**src/tsf_pkg.sv**
```systemverilog
`default_nettype none
package tsf_pkg;
	localparam int HDR_MAX_BYTES = 254;
	localparam int DATA_W = 64;
	localparam int BYTES_W = 8;
	localparam logic [15:0] MSS_DEFAULT = 16'h05B4;
	localparam logic [15:0] PSH_BIT = 16'h0008;
	localparam logic [7:0] HDR_LIMIT = 8'hFE;
	localparam logic [15:0] ZERO16 = 16'h0000;
	localparam logic [31:0] CRC_INIT = 32'hFFFF_FFFF;
	localparam logic [31:0] CRC_POLY = 32'h82F6_3B78;
	localparam int CTX_DEPTH = 16;
	localparam int CTX_AW = 4;

	typedef enum logic [1:0]
	{
		TSF_MODE_RAW = 2'b00,
		TSF_MODE_TCP = 2'b01,
		TSF_MODE_ULP = 2'b10,
		TSF_MODE_DDP = 2'b11
	} tsf_mode_t;

	typedef struct packed
	{
		logic [CTX_AW-1:0] conn;
		tsf_mode_t mode;
		logic ipv6;
		logic ipv6_ext;
		logic udp;
		logic crc_en;
		logic crc_last;
		logic [63:0] host_addr;
		logic [31:0] length;
		logic [15:0] mss;
		logic [7:0] hdr_len;
		logic [31:0] ulp_offset;
	} tsf_cmd_t;

	typedef struct packed
	{
		logic [63:0] addr;
		logic [15:0] len;
	} tsf_rd_req_t;

	typedef struct packed
	{
		logic [15:0] seg_len;
		logic push;
		logic csum_en;
		logic [7:0] hdr_len;
		logic [31:0] ulp_offset;
		logic [31:0] crc;
		logic crc_valid;
		logic bypass;
		logic [15:0] csum;
	} tsf_seg_t;

	typedef enum logic [2:0]
	{
		TSF_IDLE = 3'b000,
		TSF_HDR = 3'b001,
		TSF_REQ = 3'b010,
		TSF_DATA = 3'b011,
		TSF_TRAIL = 3'b100
	} tsf_state_t;
endpackage
`default_nettype wire

```
**src/tsf_sum.sv**
```systemverilog
`timescale 1ns/100ps
`default_nettype none
// Running ones-complement sum and CRC over one payload word per cycle
module tsf_sum
	import tsf_pkg::*;
(
	// Clock and reset
	input wire logic ref_clk,
	input wire logic rst,
	// Control
	input wire logic clear,
	input wire logic [31:0] crc_seed,
	input wire logic step,
	input wire logic [DATA_W-1:0] word,
	// Results
	output logic [15:0] csum,
	output logic [31:0] crc
);
	logic [16:0] acc;
	logic [16:0] next_acc;
	logic [31:0] next_crc;

	function automatic logic [31:0] crc_word(input logic [31:0] c, input logic [DATA_W-1:0] d);
		logic [31:0] r;
		r = c;
		for (int i = 0; i < DATA_W; i++)
		begin
			r = ((r[0] ^ d[i]) ? CRC_POLY : 32'h0000_0000) ^ {1'b0, r[31:1]};
		end
		return r;
	endfunction

	always_comb
	begin
		logic [18:0] s;
		s = {2'b00, acc} + {3'b000, word[15:0]} + {3'b000, word[31:16]}
			+ {3'b000, word[47:32]} + {3'b000, word[63:48]};
		next_acc = acc;
		next_crc = crc;
		if (clear)
		begin
			next_acc = 17'h0_0000;
			next_crc = crc_seed;
		end
		else if (step)
		begin
			// Fold carries on every step so the accumulator never overflows
			next_acc = {1'b0, s[15:0]} + {14'h0000, s[18:16]};
			next_crc = crc_word(crc, word);
		end
	end

	always_ff @(posedge ref_clk)
	begin
		if (rst)
		begin
			acc <= 17'h0_0000;
			crc <= CRC_INIT;
		end
		else
		begin
			acc <= next_acc;
			crc <= next_crc;
		end
	end

	assign csum = ~(acc[15:0] + {15'h0000, acc[16]});
endmodule
`default_nettype wire

```
**src/tsf_framer.sv**
```systemverilog
// Summary of operation
// - Cut fetched payload into segments, add headers, CRC, then send out.
// - Fetch payload by host read requests at the command's buffer address.
// - Per-connection context only carries partial CRC between message pieces.
// - Insert TCP/UDP checksum when header length is up to 254 bytes.
// - Segment large TCP packets only when header length is at most 254 bytes.
// - Segment IPv6 only when the header has no extension options.
// - Push flag set on last segment of a PDU only.
// - One command yields all segments in automatic segmentation mode.
// - DDP slices repeat ULP header with offset advanced by payload sent.
`timescale 1ns/100ps
`default_nettype none
module tsf_framer
	import tsf_pkg::*;
(
	// Clock and reset
	input wire logic ref_clk,
	input wire logic rst,
	// Command from the transmit processor
	input wire logic cmd_valid,
	output logic cmd_ready,
	input wire tsf_cmd_t cmd,
	// Host read requests
	output logic rd_valid,
	input wire logic rd_ready,
	output tsf_rd_req_t rd_req,
	// Host read data
	input wire logic rd_data_valid,
	output logic rd_data_ready,
	input wire logic [DATA_W-1:0] rd_data,
	// Segment descriptor toward the MAC path
	output logic seg_valid,
	input wire logic seg_ready,
	output tsf_seg_t seg,
	// Payload toward the MAC path
	output logic pay_valid,
	input wire logic pay_ready,
	output logic [DATA_W-1:0] pay_data,
	output logic pay_last
);
	tsf_state_t state;
	tsf_state_t next_state;
	tsf_cmd_t cur;
	tsf_cmd_t next_cur;
	logic [31:0] remain;
	logic [31:0] next_remain;
	logic [31:0] sent;
	logic [31:0] next_sent;
	logic [15:0] seg_left;
	logic [15:0] next_seg_left;
	logic [15:0] cur_seg;
	logic [15:0] next_cur_seg;
	logic [63:0] addr;
	logic [63:0] next_addr;
	logic [31:0] crc_ctx [CTX_DEPTH];
	logic seg_ok;
	logic csum_ok;
	logic sum_clear;
	logic sum_step;
	logic [15:0] csum;
	logic [31:0] crc_run;
	logic [31:0] crc_seed;
	logic [DATA_W-1:0] pay_q;
	logic pay_v;
	logic last_q;
	logic [DATA_W-1:0] next_pay_q;
	logic next_pay_v;
	logic next_last_q;
	logic word_take;
	logic seg_done;

	// Headers over the limit, or IPv6 with options, go out as one unsegmented packet
	assign csum_ok = (cur.hdr_len <= HDR_LIMIT);
	assign seg_ok = csum_ok && !(cur.ipv6 && cur.ipv6_ext)
		&& (cur.mode != TSF_MODE_RAW);
	assign cmd_ready = (state == TSF_IDLE);
	assign rd_valid = (state == TSF_REQ);
	assign rd_req.addr = addr;
	assign rd_req.len = cur_seg;
	assign word_take = rd_data_valid && rd_data_ready;
	assign rd_data_ready = (state == TSF_DATA) && (!pay_v || pay_ready);
	assign sum_clear = (state == TSF_HDR);
	assign sum_step = word_take;
	// First segment resumes the stored partial CRC; later segments run on unbroken
	assign crc_seed = (sent == 32'h0000_0000) ? crc_ctx[cur.conn] : crc_run;
	assign seg_done = word_take && (seg_left <= BYTES_W[15:0]);
	assign pay_valid = pay_v;
	assign pay_data = pay_q;
	assign pay_last = last_q;
	assign seg_valid = (state == TSF_TRAIL);

	tsf_sum u_sum
	(
		.ref_clk(ref_clk),
		.rst(rst),
		.clear(sum_clear),
		.crc_seed(crc_seed),
		.step(sum_step),
		.word(rd_data),
		.csum(csum),
		.crc(crc_run)
	);

	always_comb
	begin
		logic [31:0] seg_sz;
		seg_sz = seg_ok ? {16'h0000, cur.mss} : cur.length;
		next_state = state;
		next_cur = cur;
		next_remain = remain;
		next_sent = sent;
		next_seg_left = seg_left;
		next_cur_seg = cur_seg;
		next_addr = addr;
		case (state)
			TSF_IDLE:
			begin
				if (cmd_valid)
				begin
					next_cur = cmd;
					if (cmd.mss == ZERO16)
					begin
						next_cur.mss = MSS_DEFAULT;
					end
					next_remain = cmd.length;
					next_sent = 32'h0000_0000;
					next_addr = cmd.host_addr;
					next_state = TSF_HDR;
				end
			end
			TSF_HDR:
			begin
				// Segment size is the smaller of what remains and the segment limit
				if (remain > seg_sz)
				begin
					next_cur_seg = seg_sz[15:0];
				end
				else
				begin
					next_cur_seg = remain[15:0];
				end
				next_seg_left = next_cur_seg;
				next_state = TSF_REQ;
			end
			TSF_REQ:
			begin
				if (rd_ready)
				begin
					next_state = TSF_DATA;
				end
			end
			TSF_DATA:
			begin
				if (word_take)
				begin
					next_seg_left = seg_left - BYTES_W[15:0];
				end
				if (seg_done)
				begin
					next_state = TSF_TRAIL;
				end
			end
			TSF_TRAIL:
			begin
				if (seg_ready)
				begin
					next_remain = remain - {16'h0000, cur_seg};
					next_sent = sent + {16'h0000, cur_seg};
					next_addr = addr + {48'h0000_0000_0000, cur_seg};
					// One command runs every segment without a new command
					next_state = (remain <= {16'h0000, cur_seg}) ? TSF_IDLE : TSF_HDR;
				end
			end
			default:
			begin
				next_state = TSF_IDLE;
			end
		endcase
	end

	always_comb
	begin
		logic last_seg;
		last_seg = (remain <= {16'h0000, cur_seg});
		seg = '0;
		seg.seg_len = cur_seg;
		seg.push = last_seg;
		seg.csum_en = csum_ok;
		seg.hdr_len = cur.hdr_len;
		seg.bypass = !seg_ok;
		seg.ulp_offset = (cur.mode == TSF_MODE_DDP) ? cur.ulp_offset + sent : cur.ulp_offset;
		seg.crc = ~crc_run;
		seg.crc_valid = cur.crc_en && last_seg && cur.crc_last;
		seg.csum = csum;
		next_pay_q = pay_q;
		next_pay_v = pay_v;
		next_last_q = last_q;
		if (pay_v && pay_ready)
		begin
			next_pay_v = 1'b0;
		end
		if (word_take)
		begin
			next_pay_q = rd_data;
			next_pay_v = 1'b1;
			next_last_q = seg_done;
		end
	end

	always_ff @(posedge ref_clk)
	begin
		if (rst)
		begin
			state <= TSF_IDLE;
			cur <= '0;
			remain <= 32'h0000_0000;
			sent <= 32'h0000_0000;
			seg_left <= 16'h0000;
			cur_seg <= 16'h0000;
			addr <= 64'h0000_0000_0000_0000;
			pay_q <= 64'h0000_0000_0000_0000;
			pay_v <= 1'b0;
			last_q <= 1'b0;
		end
		else
		begin
			state <= next_state;
			cur <= next_cur;
			remain <= next_remain;
			sent <= next_sent;
			seg_left <= next_seg_left;
			cur_seg <= next_cur_seg;
			addr <= next_addr;
			pay_q <= next_pay_q;
			pay_v <= next_pay_v;
			last_q <= next_last_q;
		end
	end

	// CRC context: saved at message end unless the message is final
	generate
		for (genvar i = 0; i < CTX_DEPTH; i++)
		begin : g_ctx
			always_ff @(posedge ref_clk)
			begin
				if (rst)
				begin
					crc_ctx[i] <= CRC_INIT;
				end
				else if (state == TSF_TRAIL && seg_ready && cur.conn == CTX_AW'(i)
					&& remain <= {16'h0000, cur_seg})
				begin
					crc_ctx[i] <= cur.crc_last ? CRC_INIT : crc_run;
				end
			end
		end
	endgenerate
endmodule
`default_nettype wire

```
**config.mk**
```make
export PLATFORM = sky130hd
export DESIGN_NAME = tsf_framer
export DESIGN_NICKNAME = d
export VERILOG_FILES = /design/src/tsf_pkg.sv /design/src/tsf_sum.sv /design/src/tsf_framer.sv
export SDC_FILE = /design/constraint.sdc
export NUM_CORES = 2
export LEC_CHECK = 0
export BUFFER_PORTS_ARGS = -buffer_cell sky130_fd_sc_hd__buf_2
export CAP_MARGIN = 20
export CORE_MARGIN = 2
export CORE_UTILIZATION = 40
export DETAILED_ROUTE_END_ITERATION = 7
export PLACE_DENSITY = 0.6
export SYNTH_ARGS = -nofsm -noshare
export SYNTH_HDL_FRONTEND = slang
export SYNTH_SLANG_ARGS = --single-unit
```
**constraint.sdc**
```tcl
create_clock -name ref_clk -period 14.6 [get_ports ref_clk]
set_input_delay 2.92 -clock ref_clk [delete_from_list [all_inputs] [get_ports ref_clk]]
set_output_delay 2.92 -clock ref_clk [all_outputs]
set_load 0.02 [all_outputs]
```
Word-level counts from Yosys, hierarchy flattened
Memories as Yosys holds them, arrays and structs flattened. A register that Yosys moved wholly into a read port is not among the register bits.
Cells that the tools add are included.
{ "word_totals": {"word_cells": 429, "output_inout_bits": 258, "mem_bits_rw": 512, "register_bits": 376, "n_memories": 1} }
{ "mem_list": {"columns": ["memory", "depth", "word_bits", "rd", "rd_ports_with_merged_regs", "wr", "line_no", "source"], "rows": [
  ["crc_ctx", 16, 32, 1, 1, 16, "tsf_framer.sv:55", "logic [31:0] crc_ctx [CTX_DEPTH];"]
]} }
{ "op_classes": {"magnitude_cmp": 4, "n_mux": 159, "bitwise_logic": 146, "n_addsub": 11, "reduce_logical": 61, "n_eq_ne": 26} }
{ "ops": {"columns": ["op", "count"], "rows": [
  ["32-bit 2-to-1 mux", 90],
  ["32-bit by 31-bit XOR with 32-bit output", 64],
  ["64-bit 2-to-1 mux", 2],
  ["32-bit case mux with 2 select lines", 2],
  ["64-bit case mux with 2 select lines", 1],
  ["64-bit by 16-bit adder with 64-bit output", 1],
  ["1-bit XOR", 64],
  ["19-bit by 16-bit adder with 19-bit output", 3],
  ["1-bit 2-to-1 mux", 53],
  ["16-bit 2-to-1 mux", 3],
  ["1-bit logical AND", 42],
  ["32-bit by 16-bit adder with 32-bit output", 1],
  ["32-bit adder", 1],
  ["4-bit == test, second input constant", 8],
  ["32-bit > comparator", 1],
  ["32-bit by 16-bit less-or-equal comparator with 1-bit output", 1],
  ["32-bit zero test", 1],
  ["32-bit inverter", 1],
  ["16-bit case mux with 2 select lines", 1],
  ["32-bit by 16-bit subtractor with 32-bit output", 1],
  ["17-bit by 16-bit adder with 18-bit output", 1],
  ["16-bit by 3-bit adder with 17-bit output", 1],
  ["16-bit by 1-bit adder with 16-bit output", 1],
  ["4-bit by 3-bit == test with 1-bit output, second input constant", 4],
  ["other kinds (26)", 59]
]} }

Depth between registers and ports, before layout
{ "depth": {"ltp_word": 194, "depth_mapped": 37, "ltp_nobuf": 37} }

Cells and area by module
From an unflattened synthesis, not the netlist that was laid out.
{ "unflattened": {"cells_unflattened": 5248, "area_unflattened_um2": 55916.1} }
{ "modules_own_cells": {"columns": ["mod", "cells_per_inst", "seq_area_each_um2", "n_inst", "area_each_um2"], "rows": [
  ["tsf_framer", 4128, 22001.1, 1, 42311.8],
  ["tsf_sum", 1120, 980.9, 1, 13604.3]
]} }

Least setup slack after synthesis
Ideal clock, no wire load.
{ "synth_timing": {"path_kind": "input -> register", "from": "in rd_data[2]", "to": "reg u_sum.crc[7]", "n_path_buf": 0, "t_arrival_ps": 11870, "setup_ps": 141, "slack_ps": 2589, "cell_stages": 31, "t_required_ps": 14459, "path_cell_list": "xnor2_1 > xnor3_2 > xnor3_1 > xnor3_2 > xor2_4 > xnor3_1 > xnor3_2 > xnor2_2 > xnor2_1 > xnor2_2 > xor3_2 > xor2_2 > xnor2_2 > xnor2_2 > xor2_4 > xnor2_2 > xor2_2 > xnor2_4 > xnor2_4 > xor2_2 > xnor2_4 > xnor2_4 > xnor2_4 > xnor2_2 > xnor3_2 > xnor2_4 > xnor2_2 > xnor2_2 > mux2i_1 > o31ai_1 > o211ai_1"} }
{ "synth_between": {"elab_chain_cells": 96, "elab_cells_between_ends": 178} }
{ "synth_lines": {"columns": ["element", "line_no", "source"], "rows": [
  ["from (decl)", "tsf_framer.sv:30", "input wire logic [DATA_W-1:0] rd_data,"],
  ["1-bit XOR (*)", "tsf_sum.sv:28", "r = ((r[0] ^ d[i]) ? CRC_POLY : 32'h0000_0000) ^ {1'b0, r[31:1]};"],
  ["32-bit 2-to-1 mux (*)", "tsf_sum.sv:28", null],
  ["32-bit by 31-bit XOR with 32-bit output (*) (4 in a row)", "tsf_sum.sv:28", null],
  ["1-bit XOR", "tsf_sum.sv:28", null],
  ["32-bit 2-to-1 mux", "tsf_sum.sv:28", null],
  ["32-bit by 31-bit XOR with 32-bit output (*) (4 in a row)", "tsf_sum.sv:28", null],
  ["1-bit XOR", "tsf_sum.sv:28", null],
  ["32-bit 2-to-1 mux", "tsf_sum.sv:28", null],
  ["(+70 left out)", null, null],
  ["1-bit XOR", "tsf_sum.sv:28", null],
  ["32-bit 2-to-1 mux", "tsf_sum.sv:28", null],
  ["32-bit by 31-bit XOR with 32-bit output (*) (4 in a row)", "tsf_sum.sv:28", null],
  ["1-bit XOR", "tsf_sum.sv:28", null],
  ["32-bit 2-to-1 mux", "tsf_sum.sv:28", null],
  ["32-bit by 31-bit XOR with 32-bit output (*) (2 in a row)", "tsf_sum.sv:28", null],
  ["32-bit 2-to-1 mux (*)", "tsf_sum.sv:45", "else if (step)"],
  ["32-bit 2-to-1 mux (*)", "tsf_sum.sv:40", "if (clear)"],
  ["to (signal assigned)", "tsf_sum.sv:63", "crc <= next_crc;"],
  ["to (decl)", "tsf_sum.sv:17", "output logic [31:0] crc"]
]} }
Mark *: on every way between the ends. The rest lies on a longest branch, timed or not. The select of a mux whose other input is x is not followed.
A chain may end at the register's enable or synchronous reset.

Worst setup path in the final report
{ "layout_timing": {"from": "in rd_data[4]", "to": "reg u_sum.crc[6]"} }
{ "layout_between": {"elab_chain_cells": 92, "elab_cells_between_ends": 174} }
{ "layout_lines": {"columns": ["element", "line_no"], "rows": [
  ["1-bit XOR (*)", "tsf_sum.sv:28"],
  ["32-bit 2-to-1 mux (*)", "tsf_sum.sv:28"],
  ["32-bit by 31-bit XOR with 32-bit output (*) (7 in a row)", "tsf_sum.sv:28"],
  ["1-bit XOR (tied with other cells)", "tsf_sum.sv:28"],
  ["32-bit 2-to-1 mux or 32-bit by 31-bit XOR with 32-bit output (tied branches)", "tsf_sum.sv:28"],
  ["32-bit by 31-bit XOR with 32-bit output (*) (4 in a row)", "tsf_sum.sv:28"],
  ["1-bit XOR (tied with other cells)", "tsf_sum.sv:28"],
  ["32-bit 2-to-1 mux or 32-bit by 31-bit XOR with 32-bit output (tied branches)", "tsf_sum.sv:28"],
  ["(+64 left out)", null],
  ["1-bit XOR (tied with other cells)", "tsf_sum.sv:28"],
  ["32-bit 2-to-1 mux or 32-bit by 31-bit XOR with 32-bit output (tied branches)", "tsf_sum.sv:28"],
  ["32-bit by 31-bit XOR with 32-bit output (*) (4 in a row)", "tsf_sum.sv:28"],
  ["1-bit XOR or 32-bit by 31-bit XOR with 32-bit output (tied branches)", "tsf_sum.sv:28"],
  ["32-bit 2-to-1 mux or 32-bit by 31-bit XOR with 32-bit output (tied branches)", "tsf_sum.sv:28"],
  ["32-bit by 31-bit XOR with 32-bit output (*)", "tsf_sum.sv:28"],
  ["32-bit 2-to-1 mux (*)", "tsf_sum.sv:45"],
  ["32-bit 2-to-1 mux (*)", "tsf_sum.sv:40"]
]} }
Marks and branches as above.

==> metrics.txt <==
Syn Nets 5571; Synth Area in Simple Gates 12.9%; Worst slew margin 28.8%; CTS Buffer Depth 3; die area 135000 sq um; clock skew 0.0840 ns; starting density of the core 40.2%; Crit Path Max Fanout 9; Yosys reg bits 892; worst-margin pin slew 1.07 ns; final WL 174000 microns; sequential-to-total area share from yosys stat 43.5%; Startpoint Class input pin; Hold Path Depth 2; Critical Path AT 13.57 ns; first-pass GRT wire length 255000 microns; Routed Antenna Nets 0; Post-Syn Instances 5147; largest family of logic cells by synthesized area XOR/XNOR gates; drt first pass iters 5; # rows 133; Synth Cell Area 52800 sq um; final hold viol count 0; xor and xnor area share after synthesis 17.7%; Worst path slowest cell xor3_2; CTS tree built; CTS Sinks 892; postcts setup bufs 0; total negative slack 0 ns; mux contribution to synthesized area 7.24%; # IOs 492; Via-to-Cell Ratio 5.44; Avg WL per Cell 23.6 microns; Layout Area Growth over Synthesis 14.5%; Hold WC Path Type reg -> reg; fin crit share 89.3%; grt total ovfl 0; ys flop type edfxtp_1; H-tree levels 3; RePlAce Congestion 0.934; Setup violations, final 0; adder-cell area share of the yosys netlist 5.04%; initial detailed-routing violation count 3783; max incr delay on CP 0.65 ns; via count 40008; Ys Warns 0; Crit Path Class in -> reg; Crit. End Element flip-flop; RSZ-0062 raised after global routing false; core area 131000 sq um; f_max 0.0767 GHz; largest net degree at the start of global routing 109; minimum clock period 13.04 ns; Die W 367 microns; Compound-Gate Fraction of Synth Area 9.64%; status finished clean; mean post-synth cell area 10.3 sq um; CTS Buf Count 98; initial antenna violation count 25; Worst-path clk slew 0.06 ns; CTS root buf clkbuf_16; worst-skew pair later-pin latency 0.75 ns; Remaining DRCs 0; Tot GR Track Use 25.2%; Worst R2R Path Depth 29; vias in the first global route 38992; CTS resizes 0; PortBufs 490; # nets final 5935; HPWL after DPL 119000 microns; max-cap violations 0; share of cells above drive strength 1 18.7%; Synth cell types 70; Worst EP required 15.13 ns; cell mode on critical path xnor2_1; Post-synth EDFFs 512; Die Height 367 microns; ys async rst share 0%; hold_buf cts 0; Slew Limit Fails 0
==> area by class of cell <==
class,instances,area (sq um)
sequential,892,23000
timing repair buffer,578,3140
clock buffer,131,2690
tap,1755,2200
clock inverter,44,498
antenna,20,50.0
fill,12347,70900
inverter,209,786
multi-input combinational,3732,28100
==> logic make-up after synthesis <==
logic type / count (synthesis)
mux: 181
xor+xnor: 852
flops: 892
buf+inv: 523
compound gates: 844
fa+ha+maj: 190
simple gates: 1665
==> cell usage in the layout, fill, tap and decap left out, types with 44 or more instances in the layout <==
cell type / instances
inv_1: 207
buf_2: 489
mux4_2: 160
o21bai_1: 46
nand2_1: 1080
xor2_1: 152
edfxtp_1: 512
o21ai_0: 158
dfxtp_1: 375
nand3_1: 47
nor2_1: 309
xnor2_1: 545
ha_1: 152
clkbuf_16: 98
buf_4: 87
xnor3_1: 51
a21oi_1: 343
a211oi_1: 44
==> worst paths after layout <==
check	slack [ns]	start	end
hold / removal	0.45	pay_data[7]	pay_data[7]
setup / recovery	1.56	rd_data[4]	u_sum.crc[6]
hold reg to reg	0.45	pay_data[7]	pay_data[7]
setup reg to reg	3.29	u_sum.crc[0]	u_sum.crc[6]
==> synth_stat cells (41+ instances only) <==
cell type,instances,share of area (%)
nand2_1,1084,7.7
xnor2_1,545,9.0
edfxtp_1,512,29
dfxtp_1,380,14
a21oi_1,343,3.3
nor2_1,326,2.3
clkbuf_1,260,1.8
inv_1,209,1.5
o21ai_0,175,1.7
mux4_2,160,6.8
ha_1,152,3.6
xor2_1,152,2.5
xnor3_1,51,2.2
nand3_1,47,0.45
o21bai_1,46,0.65
a211oi_1,44,0.63
xnor2_2,43,1.3
a22oi_1,42,0.60
a21o_1,41,0.58
==> flip-flops by register name, indices dropped and copies added (netlist names), 17 cells and up, named ones only <==
name,flops
sent,32
addr,64
pay_data,64
crc_ctx,512
remain,32
u_sum.acc,17
u_sum.crc,32
cur,90
==> layer usage <==
layer,share of wire [%],vias up,GRT usage [%]
li1,-,18518,-
met1,42,19687,33.8
met2,47,1544,41.2
met3,7.8,251,4.49
met4,2.9,8,8.17
met5,0.031,-,0
==> worst max-delay path, delay by kind of cell <==
| kind | cells | cell delay, ns |
|---|---|---|
| XOR/XNOR | 28 | 10.07 |
| buffers and inverters | 2 | 0.45 |
| AO/OA/AOI/OAI | 1 | 0.13 |
==> through the flow <==
| step | util, % | setup slack [ns] | hold slack (ns) | instances | instance area, sq um |
|---|---|---|---|---|---|
| after global placement | 43.5 | 0.969 | 0.439 | 7159 | 57100 |
| after detailed placement | 43.5 | 0.947 | 0.445 | 7159 | 57100 |
| after CTS | 46.0 | 1.65 | 0.454 | 7334 | 60300 |
| final | 46.0 | 1.56 | 0.451 | 7361 | 60400 |
| after floorplan | - | 2.59 | 0.426 | 5147 | 52800 |
| after global routing | 46.0 | 1.12 | 0.470 | 7358 | 60400 |
Power is left out: the tool's default activity adds up to more than one toggle a clock period on the data nets, which glitch-free logic cannot reach.
